<file path="src/include/ets_pkg.sv">
// package: constants for the edge timestamp capture block
package ets_pkg;
   // ==========================================================
   // image layout
   localparam int ENTRY_BYTES      = 4;
   localparam int SLOTS_SHORT      = 5;
   localparam int SLOTS_LONG       = 15;
   localparam int OFS_STATE        = 0;
   localparam int OFS_SEQ          = 1;
   localparam int OFS_TIME         = 2;
   localparam int CHANNELS         = 4;
   localparam int SEQ_MAX          = 127;
   localparam logic [6:0] SEQ_FIRST = 7'h01;
   // ==========================================================
   // timing
   localparam int CLK_MHZ          = 10;
   localparam int TICK_NS          = 1000;
   localparam int CLK_NS           = 100;
   localparam int CYC_PER_US       = TICK_NS / CLK_NS;
   localparam int DEBOUNCE_MIN_US  = 2;
   localparam int DEBOUNCE_MAX_US  = 3000;
   // ==========================================================
   // reset values
   localparam logic [31:0] TICKER_RESET = 32'h0000_0000;
   localparam logic [7:0]  MASK_RESET   = 8'h00;
   localparam logic [7:0]  DELAY_RESET  = 8'h02;
   // debounce setting code to microseconds
   function automatic logic [11:0] delay_us(input logic [7:0] code);
      case (code)
         8'h00:   delay_us = 12'h002;
         8'h02:   delay_us = 12'h004;
         8'h04:   delay_us = 12'h00C;
         8'h07:   delay_us = 12'h056;
         8'h09:   delay_us = 12'h156;
         8'h0C:   delay_us = 12'hAAB;
         default: delay_us = 12'h004;
      endcase
   endfunction
endpackage

</file>
<file path="src/ets_capture.sv">
// edge timestamp capture block with shifting capture image
//Contract
//RQ1: image holds five or fifteen entries, fixed by variant parameter.
//RQ2: each entry four bytes; entry k starts at byte 4k.
//RQ3: byte 0 holds input states after the triggering edge.
//RQ4: state byte bits 0-3 are lines 0-3, bits 4-7 zero.
//RQ5: byte 1 holds sequence 0..127, first entry carries 1.
//RQ6: 32-bit microsecond ticker starts at zero, counts, wraps.
//RQ7: time field holds low 16 ticker bits.
//RQ8: enabled edge captures ticker, states and sequence as one entry.
//RQ9: debounce delay 2us to 3ms on both transitions; code's longest setting, 0Ch, gives 2731us.
//RQ10: host reads entries only through the image.
//RQ11: subindex s selects entry s-1 on index-style access.
//RQ12: each field its own consecutive subindex from 01h.
//RQ13: new entry at offset zero, older ones move up four bytes.
//RQ14: oldest entry drops off the end when full.
//RQ15: rising-edge enable mask bits 0-3, upper bits reserved.
//RQ16: falling-edge enable mask bits 0-3, upper bits reserved.
//RQ17: sequence wraps from 127 to 0.
//RQ18: same-microsecond edges on several lines give one entry; code merges only lines whose debounce ends on the same tick.
`timescale 1ns/1ps
`default_nettype none
module ets_capture #(
   parameter int SLOTS = ets_pkg::SLOTS_SHORT
) (
   // clock and reset
   input  wire logic                 CLOCK,
   input  wire logic                 RST_N,
   // process inputs
   input  wire logic [3:0]           INPUT_LINE,
   // configuration
   input  wire logic [7:0]           RISING_EDGE_ENABLE_MASK,
   input  wire logic [7:0]           FALLING_EDGE_ENABLE_MASK,
   input  wire logic [31:0]          DEBOUNCE_DELAY_SETTING,
   // capture image and ticker
   output logic [SLOTS*32-1:0]       IMAGE,
   output logic [31:0]               TICKER,
   output logic                      ENTRY_STROBE
);
   // ==========================================================
   // state
   typedef struct packed {
      logic [SLOTS*32-1:0] image;
      logic [31:0]         ticker;
      logic [3:0]          prediv;
      logic                us_tick;
      logic [3:0]          stable;
      logic [4*12-1:0]     cnt;
      logic [3:0]          rise;
      logic [3:0]          fall;
      logic [6:0]          seq;
      logic                strobe;
   } ets_state_t;

   ets_state_t r;
   ets_state_t next_r;

   logic [11:0] lim;
   logic [3:0]  hit;

   // ==========================================================
   // next state
   always_comb begin
      next_r = r;
      lim = '0;
      hit = '0;
      next_r.strobe = 1'b0;
      next_r.us_tick = 1'b0;
      // microsecond enable from the 10 MHz clock
      if (r.prediv == 4'(ets_pkg::CYC_PER_US - 1)) begin
         next_r.prediv = '0;
         next_r.us_tick = 1'b1;
      end else begin
         next_r.prediv = r.prediv + 4'h1;
      end
      if (r.us_tick) begin
         next_r.ticker = r.ticker + 32'h0000_0001; // RQ6
      end
      // debounce counts microseconds of a steady differing level
      for (int i = 0; i < ets_pkg::CHANNELS; i++) begin
         lim = ets_pkg::delay_us(DEBOUNCE_DELAY_SETTING[i*8 +: 8]);
         if (INPUT_LINE[i] == r.stable[i]) begin
            next_r.cnt[i*12 +: 12] = '0;
         end else if (r.us_tick) begin
            if (r.cnt[i*12 +: 12] + 12'h001 >= lim) begin // RQ9
               next_r.cnt[i*12 +: 12] = '0;
               next_r.stable[i] = INPUT_LINE[i];
               hit[i] = INPUT_LINE[i] ? RISING_EDGE_ENABLE_MASK[i] // RQ15
                                      : FALLING_EDGE_ENABLE_MASK[i]; // RQ16
            end else begin
               next_r.cnt[i*12 +: 12] = r.cnt[i*12 +: 12] + 12'h001;
            end
         end
      end
      // all enabled edges resolved on one tick land in one entry
      if (|hit) begin // RQ18
         next_r.seq = (r.seq == 7'(ets_pkg::SEQ_MAX)) ? 7'h00 // RQ17
                                                     : r.seq + 7'h01;
         // shift toward higher offsets, oldest falls out
         next_r.image = {r.image[SLOTS*32-33:0], 32'h0}; // RQ13 RQ14
         next_r.image[31:0] = {r.ticker[15:0], // RQ7
                               1'b0, r.seq, // RQ5
                               4'h0, next_r.stable}; // RQ3 RQ4 RQ8
         next_r.strobe = 1'b1;
      end
   end

   // ==========================================================
   // registers
   always_ff @(posedge CLOCK) begin
      if (!RST_N) begin
         r        <= '0;
         r.ticker <= ets_pkg::TICKER_RESET;
         r.seq    <= ets_pkg::SEQ_FIRST;
      end else begin
         r <= next_r;
      end
   end

   // entry k sits at byte 4k, as RQ2 RQ1 require; RQ10 RQ11 RQ12 host side
   assign IMAGE        = r.image;
   assign TICKER       = r.ticker;
   assign ENTRY_STROBE = r.strobe;

   // ==========================================================
   // checks
   property p_seq_first;
      @(posedge CLOCK) disable iff (!RST_N)
      ($rose(r.strobe) && $past(r.seq) == 7'h01) |-> r.image[15:8] == 8'h01;
   endproperty
   a_seq_first: assert property (p_seq_first) else $error("bad seq"); // RQ5

   property p_shift;
      @(posedge CLOCK) disable iff (!RST_N)
      r.strobe |-> r.image[63:32] == $past(r.image[31:0]);
   endproperty
   a_shift: assert property (p_shift) else $error("no shift"); // RQ13

   property p_upper_zero;
      @(posedge CLOCK) disable iff (!RST_N) r.image[7:4] == 4'h0;
   endproperty
   a_upper_zero: assert property (p_upper_zero) else $error("bits set"); // RQ4

   property p_ticker;
      @(posedge CLOCK) disable iff (!RST_N)
      r.us_tick |=> r.ticker == $past(r.ticker) + 32'h1;
   endproperty
   a_ticker: assert property (p_ticker) else $error("ticker"); // RQ6

   property p_state;
      @(posedge CLOCK) disable iff (!RST_N)
      r.strobe |-> r.image[3:0] == r.stable;
   endproperty
   a_state: assert property (p_state) else $error("state"); // RQ3

   property p_time;
      @(posedge CLOCK) disable iff (!RST_N)
      r.strobe |-> r.image[31:16] == $past(r.ticker[15:0]);
   endproperty
   a_time: assert property (p_time) else $error("time"); // RQ7

   property p_wrap;
      @(posedge CLOCK) disable iff (!RST_N)
      (r.seq == 7'd127 && |hit) |=> r.seq == 7'd0;
   endproperty
   a_wrap: assert property (p_wrap) else $error("wrap"); // RQ17

   property p_tick_rate;
      @(posedge CLOCK) disable iff (!RST_N)
      r.us_tick |=> !r.us_tick [*8] ##1 !r.us_tick ##1 r.us_tick;
   endproperty
   a_tick_rate: assert property (p_tick_rate) else $error("rate"); // RQ9

   c_entry: cover property (@(posedge CLOCK) disable iff (!RST_N) r.strobe);
   c_two: cover property (@(posedge CLOCK) disable iff (!RST_N)
      r.strobe ##[1:200] r.strobe);
   c_multi: cover property (@(posedge CLOCK) disable iff (!RST_N)
      $countones(hit) > 1);
   c_wrap: cover property (@(posedge CLOCK) disable iff (!RST_N)
      r.strobe && r.image[15:8] == 8'h00);
   c_full: cover property (@(posedge CLOCK) disable iff (!RST_N)
      r.strobe && r.image[SLOTS*32-17 -: 8] != 8'h00);

   // ==========================================================
   // ordering checks
   // entries are born on a tick only, so two are at least ten cycles apart
   property p_spacing;
      @(posedge CLOCK) disable iff (!RST_N)
      r.strobe |=> !r.strobe [*8] ##1 !r.strobe;
   endproperty
   a_spacing: assert property (p_spacing) else $error("spacing"); // RQ18

   property p_hold;
      @(posedge CLOCK) disable iff (!RST_N)
      !r.strobe |-> $stable(r.image);
   endproperty
   a_hold: assert property (p_hold) else $error("image moved"); // RQ13

   property p_hit_entry;
      @(posedge CLOCK) disable iff (!RST_N)
      |hit |=> r.strobe;
   endproperty
   a_hit_entry: assert property (p_hit_entry) else $error("lost"); // RQ8

   property p_seq_step;
      @(posedge CLOCK) disable iff (!RST_N)
      (r.strobe && $past(r.seq) != 7'd127) |-> r.seq == $past(r.seq) + 7'd1;
   endproperty
   a_seq_step: assert property (p_seq_step) else $error("seq step"); // RQ5

   property p_last_slot;
      @(posedge CLOCK) disable iff (!RST_N)
      r.strobe |-> r.image[SLOTS*32-1 -: 32] == $past(r.image[SLOTS*32-33 -: 32]);
   endproperty
   a_last_slot: assert property (p_last_slot) else $error("tail"); // RQ14

   property p_strobe_tick;
      @(posedge CLOCK) disable iff (!RST_N)
      r.strobe |-> $past(r.us_tick);
   endproperty
   a_strobe_tick: assert property (p_strobe_tick) else $error("off tick"); // RQ9
endmodule
`default_nettype wire

</file>
<file path="config.mk">
export PLATFORM = sky130hd
export DESIGN_NAME = ets_capture
export DESIGN_NICKNAME = d
export VERILOG_FILES = /design/src/include/ets_pkg.sv /design/src/ets_capture.sv
export SDC_FILE = /design/constraint.sdc
export NUM_CORES = 1
export LEC_CHECK = 0
export BUFFER_PORTS_ARGS = -buffer_cell sky130_fd_sc_hd__buf_2
export CAP_MARGIN = 10
export CORE_MARGIN = 3
export CORE_UTILIZATION = 45
export CTS_CLUSTER_DIAMETER = 200
export DETAILED_ROUTE_END_ITERATION = 8
export PLACE_DENSITY = 0.7
export SYNTH_ARGS = -nofsm -noshare
export SYNTH_HDL_FRONTEND = slang
export SYNTH_SLANG_ARGS = --single-unit
</file>
<file path="constraint.sdc">
create_clock -name CLOCK -period 3.9 [get_ports CLOCK]
set_input_delay 0.585 -clock CLOCK [delete_from_list [all_inputs] [get_ports CLOCK]]
set_output_delay 0.585 -clock CLOCK [all_outputs]
set_load 0.01 [all_outputs]
</file>
=== Word level (Yosys, flattened, before mapping) ===
Cells that the tools add are included.

* Add/sub/neg operators: 7
* Magnitude comparators: 4
* Equality and inequality tests: 22
* Mux-type cells: 39
* Bitwise gates (word level): 1
* Reductions and logical operators: 10

{| class="wikitable"
|+ Operator list
! operator !! count
|-
| 12-bit one-hot mux with 5 select lines || 4
|-
| 8-bit by 3-bit equality test with 1-bit output (second input constant) || 8
|-
| 8-bit by 4-bit equality test with 1-bit output (second input constant) || 8
|-
| 12-bit by 1-bit adder with 12-bit output (second input constant) || 4
|-
| 12-bit greater-or-equal comparator || 4
|-
| 12-bit 2-to-1 mux || 4
|-
| 32-bit by 1-bit adder with 32-bit output (second input constant) || 1
|-
| 8-bit zero test || 4
|-
| 1-bit 2-to-1 mux || 30
|-
| 2-bit OR reduction || 5
|-
| 7-bit by 1-bit adder with 7-bit output (second input constant) || 1
|-
| 7-bit equality test (second input constant) || 1
|-
| 7-bit 2-to-1 mux || 1
|-
| 4-bit by 1-bit adder with 4-bit output (second input constant) || 1
|-
| 1-bit equality test || 4
|-
| 4-bit equality test (second input constant) || 1
|-
| 4-bit OR reduction || 1
|-
| 1-bit inverter || 1
|}

* Flip-flop bits (word level): 232
* Output and inout port bits: 193
* Logic and storage cells: 94

=== Longest topological paths before layout ===
Gate-level depths: netlist of run 1.

* Depth after elaboration: 8
* Gate-level depth with buffers: 16

=== Least setup slack after synthesis of run 1 ===
OpenSTA, ideal clock, no wires.

* Kind: input to register
* Start: input DEBOUNCE_DELAY_SETTING[5]
* End: register r, in the netlist ENTRY_STROBE
* Library setup time: 0.115 ns
* Data arrival time: 3.725 ns
* Setup slack: 0.060 ns
* Stages: 14
* Cells stage by stage: or4_1 > nor3_1 > nand3_1 > ha_1 > and2_1 > a221oi_1 > o21ai_0 > a211o_1 > a222oi_1 > buf_2 > a21oi_2 > buf_6 > buf_6 > and2_1

* Longest elaborated chain between the ends: 8
* Elaborated cells on any way between the ends: 12

{| class="wikitable"
|+ RTL lines
! element !! RTL line !! text
|-
| from (decl) || ets_capture.sv:34 || <nowiki>input wire logic [31:0] DEBOUNCE_DELAY_SETTING,</nowiki>
|-
| 8-bit by 4-bit equality test with 1-bit output (tied with other cells) || ets_pkg.sv:29 || <nowiki>case (code)</nowiki>
|-
| 12-bit one-hot mux with 5 select lines * || ets_pkg.sv:29 ||
|-
| 12-bit greater-or-equal comparator * || ets_capture.sv:85 || <nowiki>if (r.cnt[i*12 +: 12] + 12'h001 >= lim) begin</nowiki>
|-
| 1-bit 2-to-1 mux * || ets_capture.sv:85 ||
|-
| 1-bit 2-to-1 mux * || ets_capture.sv:84 || <nowiki>end else if (r.us_tick) begin</nowiki>
|-
| 1-bit 2-to-1 mux * || ets_capture.sv:82 || <nowiki>if (INPUT_LINE[i] == r.stable[i]) begin</nowiki>
|-
| 4-bit OR reduction * || ets_capture.sv:96 || <nowiki>if (|hit) begin</nowiki>
|-
| 1-bit 2-to-1 mux * || ets_capture.sv:96 ||
|-
| to (signal assigned) || ets_capture.sv:116 || <nowiki>r <= next_r;</nowiki>
|-
| to (decl) || ets_capture.sv:55 || <nowiki>ets_state_t r;</nowiki>
|}

Mark *: on every way between the ends. The rest lies on a longest branch, timed or not.
A chain may end at the register's enable or synchronous reset.

=== Worst setup path after layout of run 1 ===
* Start: input DEBOUNCE_DELAY_SETTING[5]
* End: register r, in the netlist IMAGE[139]

* Longest elaborated chain between the ends: 7
* Elaborated cells on any way between the ends: 11

{| class="wikitable"
|+ RTL lines
! element !! RTL line
|-
| 8-bit by 4-bit equality test with 1-bit output (tied with other cells) || ets_pkg.sv:29
|-
| 12-bit one-hot mux with 5 select lines * || ets_pkg.sv:29
|-
| 12-bit greater-or-equal comparator * || ets_capture.sv:85
|-
| 1-bit 2-to-1 mux * || ets_capture.sv:85
|-
| 1-bit 2-to-1 mux * || ets_capture.sv:84
|-
| 1-bit 2-to-1 mux * || ets_capture.sv:82
|-
| 4-bit OR reduction * || ets_capture.sv:96
|}

Marks and branches as above.

==> impl_summary.md, run 1 <==
Final layout
The non-filler instance count after layout is between 1500 and 2000. The post-route netlist has ~21% of its cells at a drive strength greater than 1. Summing all multi-input logic gate instances after layout gives about 6100 µm². The final net count is between 1500 and 2000.

The combined flip-flop and latch cell area is between 4000 and 5000 µm². The number of fillers in the final layout is approximately 2600. The post-synthesis to final-layout area growth is 8.94%. The fraction of the core area covered by cells at the end of the flow is ~50%.

Drt
The number of DRC violations after detailed-routing iteration 0 is 580. Once detail routing completed, the nets flagged for antenna violations numbered 0. The average routed wire per standard cell is 14.3 µm. The detailed-router iteration count before antenna repair is 5.

After detailed routing, the number of vias per cell comes to 5.08. For this run, design rule violations remaining after detail routing come to 0. Across all layers, the routed design uses 9498 vias. The wire length after detailed routing is 26800 µm.

Die
The die boundary height is between 150 and 200 µm. For this configuration, the core starts out at a cell density of between 40% and 50%. The die covers approximately 30000 µm². After floorplanning, the core was sized to cover between 20000 and 30000 µm².

approximately 250 I/O pins were placed. The die extent in x is 173 µm. The row count is 60.

Pwr
Power spread over the standard cell area amounts to approximately 350 nW/µm². The sum of internal, switching and leakage power is a little under 5 mW. The analysis attributes to cell leakage a power of 5.79 nW. The worst IR drop on VDD is 0.266 mV.

Yosys
Synthesis handed over a netlist of around 1400 instances. The synthesized design contains 0 enable-type register cells. The cell area that synthesis handed to floorplanning was approximately 12000 µm². Summing the sequential cell areas from Yosys gives 37.2% of the chip area.

The count of different cell masters after synthesis is 51. The average instance in the mapped netlist occupies roughly 9 µm². The number of synthesized register bits is 232. The async set-reset flop share out of synthesis is 0%.

The number of warnings issued by yosys is 0. The prevailing post-synth register cell is dfxtp_1.

Timing
Clock skew on the completed layout was measured at 7.92 ps. The worst pin sits at a relative slew slack of 32.4%. The upper clock frequency limit is 272 MHz. Counting I/O delays and the setup requirement, the final critical path takes ~3700 ps. The count of final max-slew check failures came to 0. Setup violations remaining at the end of the flow were counted as 0. The hold violation total from the final report is 0. The slew at the pin closest to its max-slew limit is slightly above 1000 ps. The fraction of the cycle the final worst path needs is a little over nine tenths.

Clocking
Clock-pin slew was measured on the worst setup and hold paths at approximately 60 ps. The clock network latency to the later pin of the worst-skew pair is roughly 520 ps. The number of buffers added by the clock tree synthesis step is 25. The maximum buffer depth of the clock tree is 3. The TritonCTS clock tree is yes. The H-tree depth reported by CTS is 1. The clock drives between 200 and 250 sinks. The library cell used as clock root buffer is clkbuf_16.

Setup path
The cell with the most instances on the worst path is buf_4. The kind of end point of the critical path is a register. The critical setup path kind is in -> reg. Data on the critical path is required at its endpoint by between 4000 and 5000 ps. The number of cells on the worst reg-to-reg path is 14. The startpoint identified for the worst register-to-register timing path is r[20]. The setup slack on the worst flop-to-flop path is approximately 270 ps.

Of all nets on the critical path, the largest fanout is 13. The critical path goes through buf_2 -> or4_1 -> nor3_1 -> nand3_1 -> ha_1 -> and2_1 -> a221oi_1 -> o21ai_0 -> a211o_1 -> a222oi_1 -> buf_4 -> a21oi_4 -> buf_12 -> buf_4 -> mux2i_1. The worst setup path is launched from an input pin. The critical-path cell with the highest stage delay is or4_1.

The worst register-to-register path ends at IMAGE[139]. The largest incremental delay on the critical path is between 500 and 600 ps. For the worst setup path, the data arrival time is slightly above 4000 ps.

Placement
The wire-length estimate of the detail-placed layout is approximately 20000 µm. The final RePlAce weighted congestion is between 0.8 and 0.9. Including well taps, the total number of placed cells is approximately 1800. The number of input and output port buffers inserted is around 210.

Run
The max-cap check violation count is 0.

Hold path
The launch point of the worst hold path is IMAGE[137]. The tightest min-delay check is of the reg -> reg type. The path with the worst hold slack has its endpoint at IMAGE[137]. The worst hold path cell count is 2.

GRT
The maximum number of pins on one net before global-route repair is between 70 and 80. The number of antenna violations at the first check in global routing is 1. The number of global-route vias before repair is approximately 9000. The total global routing track utilization is 17.3%.

The total congestion overflow after global routing is 0. The wire length of the first global-routing pass is about 44000 µm.

Run status
The flow ran to the end, and the final reports show no timing, DRC or antenna violations.
[synth_stat cells (22+ instances only)]
master / n / area [µm²]
dfxtp_1: 232 / 4640
nand2_1: 221 / 830
buf_4: 192 / 1440
mux2i_1: 143 / 1430
nor2_1: 84 / 315
ha_1: 52 / 651
nand3_1: 50 / 250
o21ai_0: 47 / 235
a21oi_1: 45 / 225
clkbuf_1: 43 / 161
xor2_1: 40 / 350
and3_1: 33 / 206
xnor2_1: 26 / 228
nor3_1: 22 / 110
[how the worst max path moves through the flow]
stage | start | to | slack, ps | cells after the start
CTS | r[42] | IMAGE[59] | 90 | 14
global route | r[20] | IMAGE[149] | -4 | 14
detailed placement | DEBOUNCE_DELAY_SETTING[5] | IMAGE[90] | -210 | 14
global placement | DEBOUNCE_DELAY_SETTING[5] | IMAGE[108] | -180 | 14
floorplan | DEBOUNCE_DELAY_SETTING[5] | ENTRY_STROBE | 60 | 14
finish | DEBOUNCE_DELAY_SETTING[5] | IMAGE[139] | 220 | 15
[where the power goes]
part           leakage (nW)  total [mW]  internal (mW)  switching, mW
sequential             1.87        2.38           2.37        0.00246
clock                 0.385        2.31           1.38          0.925
combinational          3.53       0.122         0.0395         0.0827
total                  5.79        4.81           3.80           1.01
[through the flow]
step,hold slack (ps),TNS [ps],setup WS (ps),instance area [µm²]
global route,470,-5.55,-3.95,13600
floorplan,433,0,60.0,12600
finish,454,0,225,13600
detailed placement,448,-24360,-211,12800
global placement,439,-20520,-182,12800
CTS,454,0,94.4,13500
[logic make-up after synthesis]
kind of cell | Yosys count | share of synthesized area [%]
buffers and inverters | 268 | 14.6
AND/OR/NAND/NOR | 503 | 18.9
adder cells (fa/ha/maj) | 52 | 5.21
AO/OA/AOI/OAI | 159 | 7.94
other | 1 | 0.0300
XOR/XNOR | 66 | 4.63
flip-flops | 232 | 37.2
multiplexers | 144 | 11.5
[repair_timing]
action                     in CTS  in global routing
hold buffers                    0                  0
setup endpoints to repair       0                139
setup buffers                   0                  1
gates resized for setup         0                  6
[state kept, by name, indices dropped and copies added, names as in the netlist]
name,flops
ENTRY_STROBE,1
IMAGE,135
TICKER,32
r,64
[layout by cell type (no fill, tap or decap), drive strengths merged, types with 16 or more instances in the layout]
| master | Yosys | routed |
|---|---|---|
| xor2 | 40 | 40 |
| mux2i | 143 | 143 |
| nor2 | 84 | 84 |
| buf | 208 | 257 |
| o21ai | 47 | 47 |
| dfxtp | 232 | 232 |
| nand2 | 221 | 221 |
| and3 | 33 | 33 |
| clkbuf | 43 | 33 |
| xnor2 | 26 | 26 |
| ha | 52 | 52 |
| nor3 | 22 | 22 |
| conb | 1 | 25 |
| inv | 15 | 16 |
| a21oi | 46 | 46 |
| nand3 | 50 | 50 |
[layout make-up]
cell class              count  share of cell area, %
clock buffers              32                   4.86
flip-flops and latches    232                   34.1
diodes                      1                 0.0184
multi-input cells         949                   45.1
repair buffers            258                   11.1
clock inverters             8                  0.873
inverters                  17                  0.469
well taps                 372                   3.42
[critical path, delay by kind of cell]
family | cells | cell delay, ps
buf+inv | 4 | 670
mux | 1 | 140
compound gates | 5 | 1130
simple gates | 4 | 1170
fa+ha+maj | 1 | 350
[routing by layer]
| metal | wire length, µm | part of all wire, % | global-route usage [%] |
|---|---|---|---|
| met5 | 0 | 0 | 0 |
| met1 | 12400 | 46 | 23.0 |
| met3 | 1350 | 5.0 | 2.53 |
| met2 | 12200 | 45 | 29.0 |
| met4 | 831 | 3.1 | 5.54 |
Power figures use the tool's default switching activity.
==> run 2: changes to the inputs <==
--- a/config.mk
+++ b/config.mk
@@ -7,11 +7,12 @@
 export LEC_CHECK = 0
 export BUFFER_PORTS_ARGS = -buffer_cell sky130_fd_sc_hd__buf_2
 export CAP_MARGIN = 10
+export CORE_ASPECT_RATIO = 2
 export CORE_MARGIN = 3
 export CORE_UTILIZATION = 45
 export CTS_CLUSTER_DIAMETER = 200
 export DETAILED_ROUTE_END_ITERATION = 8
-export PLACE_DENSITY = 0.7
+export PLACE_DENSITY_LB_ADDON = 0.12
 export SYNTH_ARGS = -nofsm -noshare
 export SYNTH_HDL_FRONTEND = slang
 export SYNTH_SLANG_ARGS = --single-unit
==> run 2 against run 1 <==
Routed wire length up 3.7%. Core utilization is 0.51 points lower. Count of clock-buffer cells in the layout is 5 lower. Cell count down 1.2%. Worst hold slack improved by 0.98 ps. Combinational power about the same.
==> impl_summary.md, run 2 (synthesized netlist as in run 1, its figures left out) <==
Die
In this run the count of I/O pins placed on the die edge is ~250. The region available for standard cell placement spans 27100 µm². The floorplan step set the die width to around 120 µm. The floorplan die area is approximately 30000 µm². The row count is between 80 and 90. The initial core utilization is about 46%. The die boundary height is 242 µm.

Placement
Once placement finished, the instance area stood at roughly 13000 µm². At the placement stage, the worst setup path has a slack of -229 ps. Input and output buffers added on the ports amount to roughly 210. Routability-driven placement finished with a final weighted congestion of approximately 0.85. The total placed cells including tap cells is between 1500 and 2000. The placed wire-length estimate after detailed placement is about 20000 µm.

Timing
The worst max-slew margin expressed relative to the limit is slightly below 30%. The hold violation total from the final report is 0. The setup skew after layout is 16.2 ps. Setup violations remaining at the end of the flow were counted as 0. Dividing the final minimum period by the clock period gives ~94%. For the pin with the worst max-slew slack, the measured transition is roughly 1100 ps. The worst-case setup margin in the final layout is ~250 ps. The upper clock frequency limit is 274 MHz. The count of final max-slew check failures is 0. The final critical path time including I/O delays and setup is 3650 ps.

Setup path
The kind of end point of the critical path is a register. For this design, the slowest cell found on the critical path is or4_1. Among cell families on the critical path, the largest total delay comes from compound AO/OA/AOI/OAI gates.

The total buffers and inverters traversed by the critical path is 4. In this design, the critical path's most frequently occurring cell is buf_4. Setup slack on the worst reg-to-reg path comes out at 280 ps. The largest incremental delay on the critical path is about 550 ps. The data required time at the worst endpoint is 4290 ps. The worst setup path is of the in -> reg kind. The critical path goes through buf_2 -> or4_1 -> nor3_1 -> nand3_1 -> ha_1 -> and2_1 -> a221oi_1 -> o21ai_0 -> a211o_1 -> a222oi_1 -> buf_4 -> a21oi_4 -> buf_4 -> buf_12 -> mux2i_1. The data arrival time of the critical path is around 4100 ps. STA classifies the critical path startpoint as an input pin.

The largest fanout on the critical path is 24.

Final layout
In the layout the commonest cells are 230 x dfxtp_1, 221 x nand2_1, 212 x buf_2. The non-filler instance count after layout is 1847. The fraction of final layout cells with drive strength greater than 1 is approximately a fifth. The finished cells cover around 13000 µm².

The number of flip-flops under the largest register name is 135. The post-synthesis to final-layout area growth is 7.91%. The number of antenna cells inserted is 0. The leading cell type in the layout, fill and taps excluded is dfxtp_1. The number of fillers in the final layout is between 2000 and 3000. The net count of the finished layout is about 1600.

Pwr
Summed over all cells, the static leakage comes to 5.75 nW. VDD sags by at most roughly 0.26 mV. The power per cell area is between 300 and 400 nW/µm².

Drt
Before antenna repair, the detailed router went through 4 iterations. The via count of the routed design is around 9400. Once detail routing completed, the nets flagged for antenna violations numbered 0.

The wire length after detailed routing is 27800 µm. The detail-routed via count per cell is ~5.1. The average routed wire per standard cell is about 15 µm. After detailed routing, the number of remaining DRC violations is 0. The first routing iteration left 332 violations.

GRT
The number of antenna violations at the first check in global routing was 0. In the global route stage, overall resource usage came out at between 10% and 20%. The total congestion overflow after global routing is 0. The number of global-route vias before repair came to between 9000 and 10000.

The maximum number of pins on one net before global-route repair is 93. The first global-routing pass estimated between 40000 and 50000 µm of wire.

Clocking
The maximum buffer depth of the clock tree is 3. Clock tree synthesis inserted a total of 23 buffers. The library cell used as clock root buffer is clkbuf_16.

Hold repair after CTS inserted 0 buffers. The clock transition at the registers of the reported paths is 60 ps. The clock network latency to the later pin of the worst-skew pair is around 510 ps.

CTS saw 232 sinks. The H-tree depth reported by CTS is 1. The TritonCTS clock tree is yes.

Hold path
The worst min-delay path class is reg -> reg.

Run status
The flow ran to the end, and the final reports show no timing, DRC or antenna violations.

Run
The tool flagged a number of max-cap violations equal to 0.
## run 2: cell count changes in the layout (fill, tap and decap cells not counted), sizes merged
cell / change
clkbuf: -6
clkinvlp: +4
diode: -1
bufinv: -1
inv: -1
buf: +7
## run 2: repair_timing
item                       in CTS  in global routing
setup endpoints to repair       0                135
buffers inserted                0                  1
gates resized for setup         0                  3
## run 2: worst paths after layout
kind                             startpoint         end  cells past startpoint
setup / recovery  DEBOUNCE_DELAY_SETTING[5]  IMAGE[128]                     15
hold / removal                   IMAGE[157]  IMAGE[157]                      2
hold reg to reg                  IMAGE[157]  IMAGE[157]                      2
setup reg to reg                      r[42]  IMAGE[128]                     15
## run 2: stage by stage
| step | hold WS [ps] | power, mW | utilization [%] | setup TNS [ps] |
|---|---|---|---|---|
| 3_5_place_dp | 445 | 2.55 | 47.0 | -24820 |
| 3_3_place_gp | 441 | 2.55 | 47.0 | -19170 |
| 5_1_grt | 476 | 4.84 | 49.7 | -0.150 |
| 6_report | 455 | 4.65 | 49.7 | 0 |
| 4_1_cts | 455 | 4.74 | 49.7 | 0 |
| 2_1_floorplan | 433 | 2.52 | - | 0 |
## run 2: metal layers
| layer | global-route usage (%) | vias to the layer above | wire length, µm |
|---|---|---|---|
| met2 | 35.4 | 185 | 15100 |
| met5 | 0 | - | 0 |
| met4 | 5.64 | 0 | 650 |
| met3 | 2.43 | 36 | 1400 |
| met1 | 19.7 | 4365 | 10600 |
| li1 | - | 4807 | - |
## run 2: power breakdown
part	switching, mW	internal [mW]	total (mW)	leakage [nW]
registers	0.00257	2.37	2.37	1.87
clock network	0.919	1.23	2.15	0.339
logic	0.0844	0.0381	0.123	3.54
## run 2: worst register-to-register path: cells and delay by family (launching register included)
kind                       cells  cell delay (ps)
AOI/OAI and AO/OA              4              960
and+or+nand+nor                5              930
buffers and inverters          3              570
adders and majority gates      1              300
xor gates and xnor gates       1              170
muxes                          1              220
DFF                            1              410
## run 2: layout make-up
class,count,area (µm²),area share (%)
multi-input cells,949,6130,45.5
flip-flops and latches,232,4650,34.5
repair buffers,264,1490,11.1
clock buffers,27,601,4.45
well taps,348,435,3.23
clock inverters,10,114,0.844
inverters,17,63.8,0.473
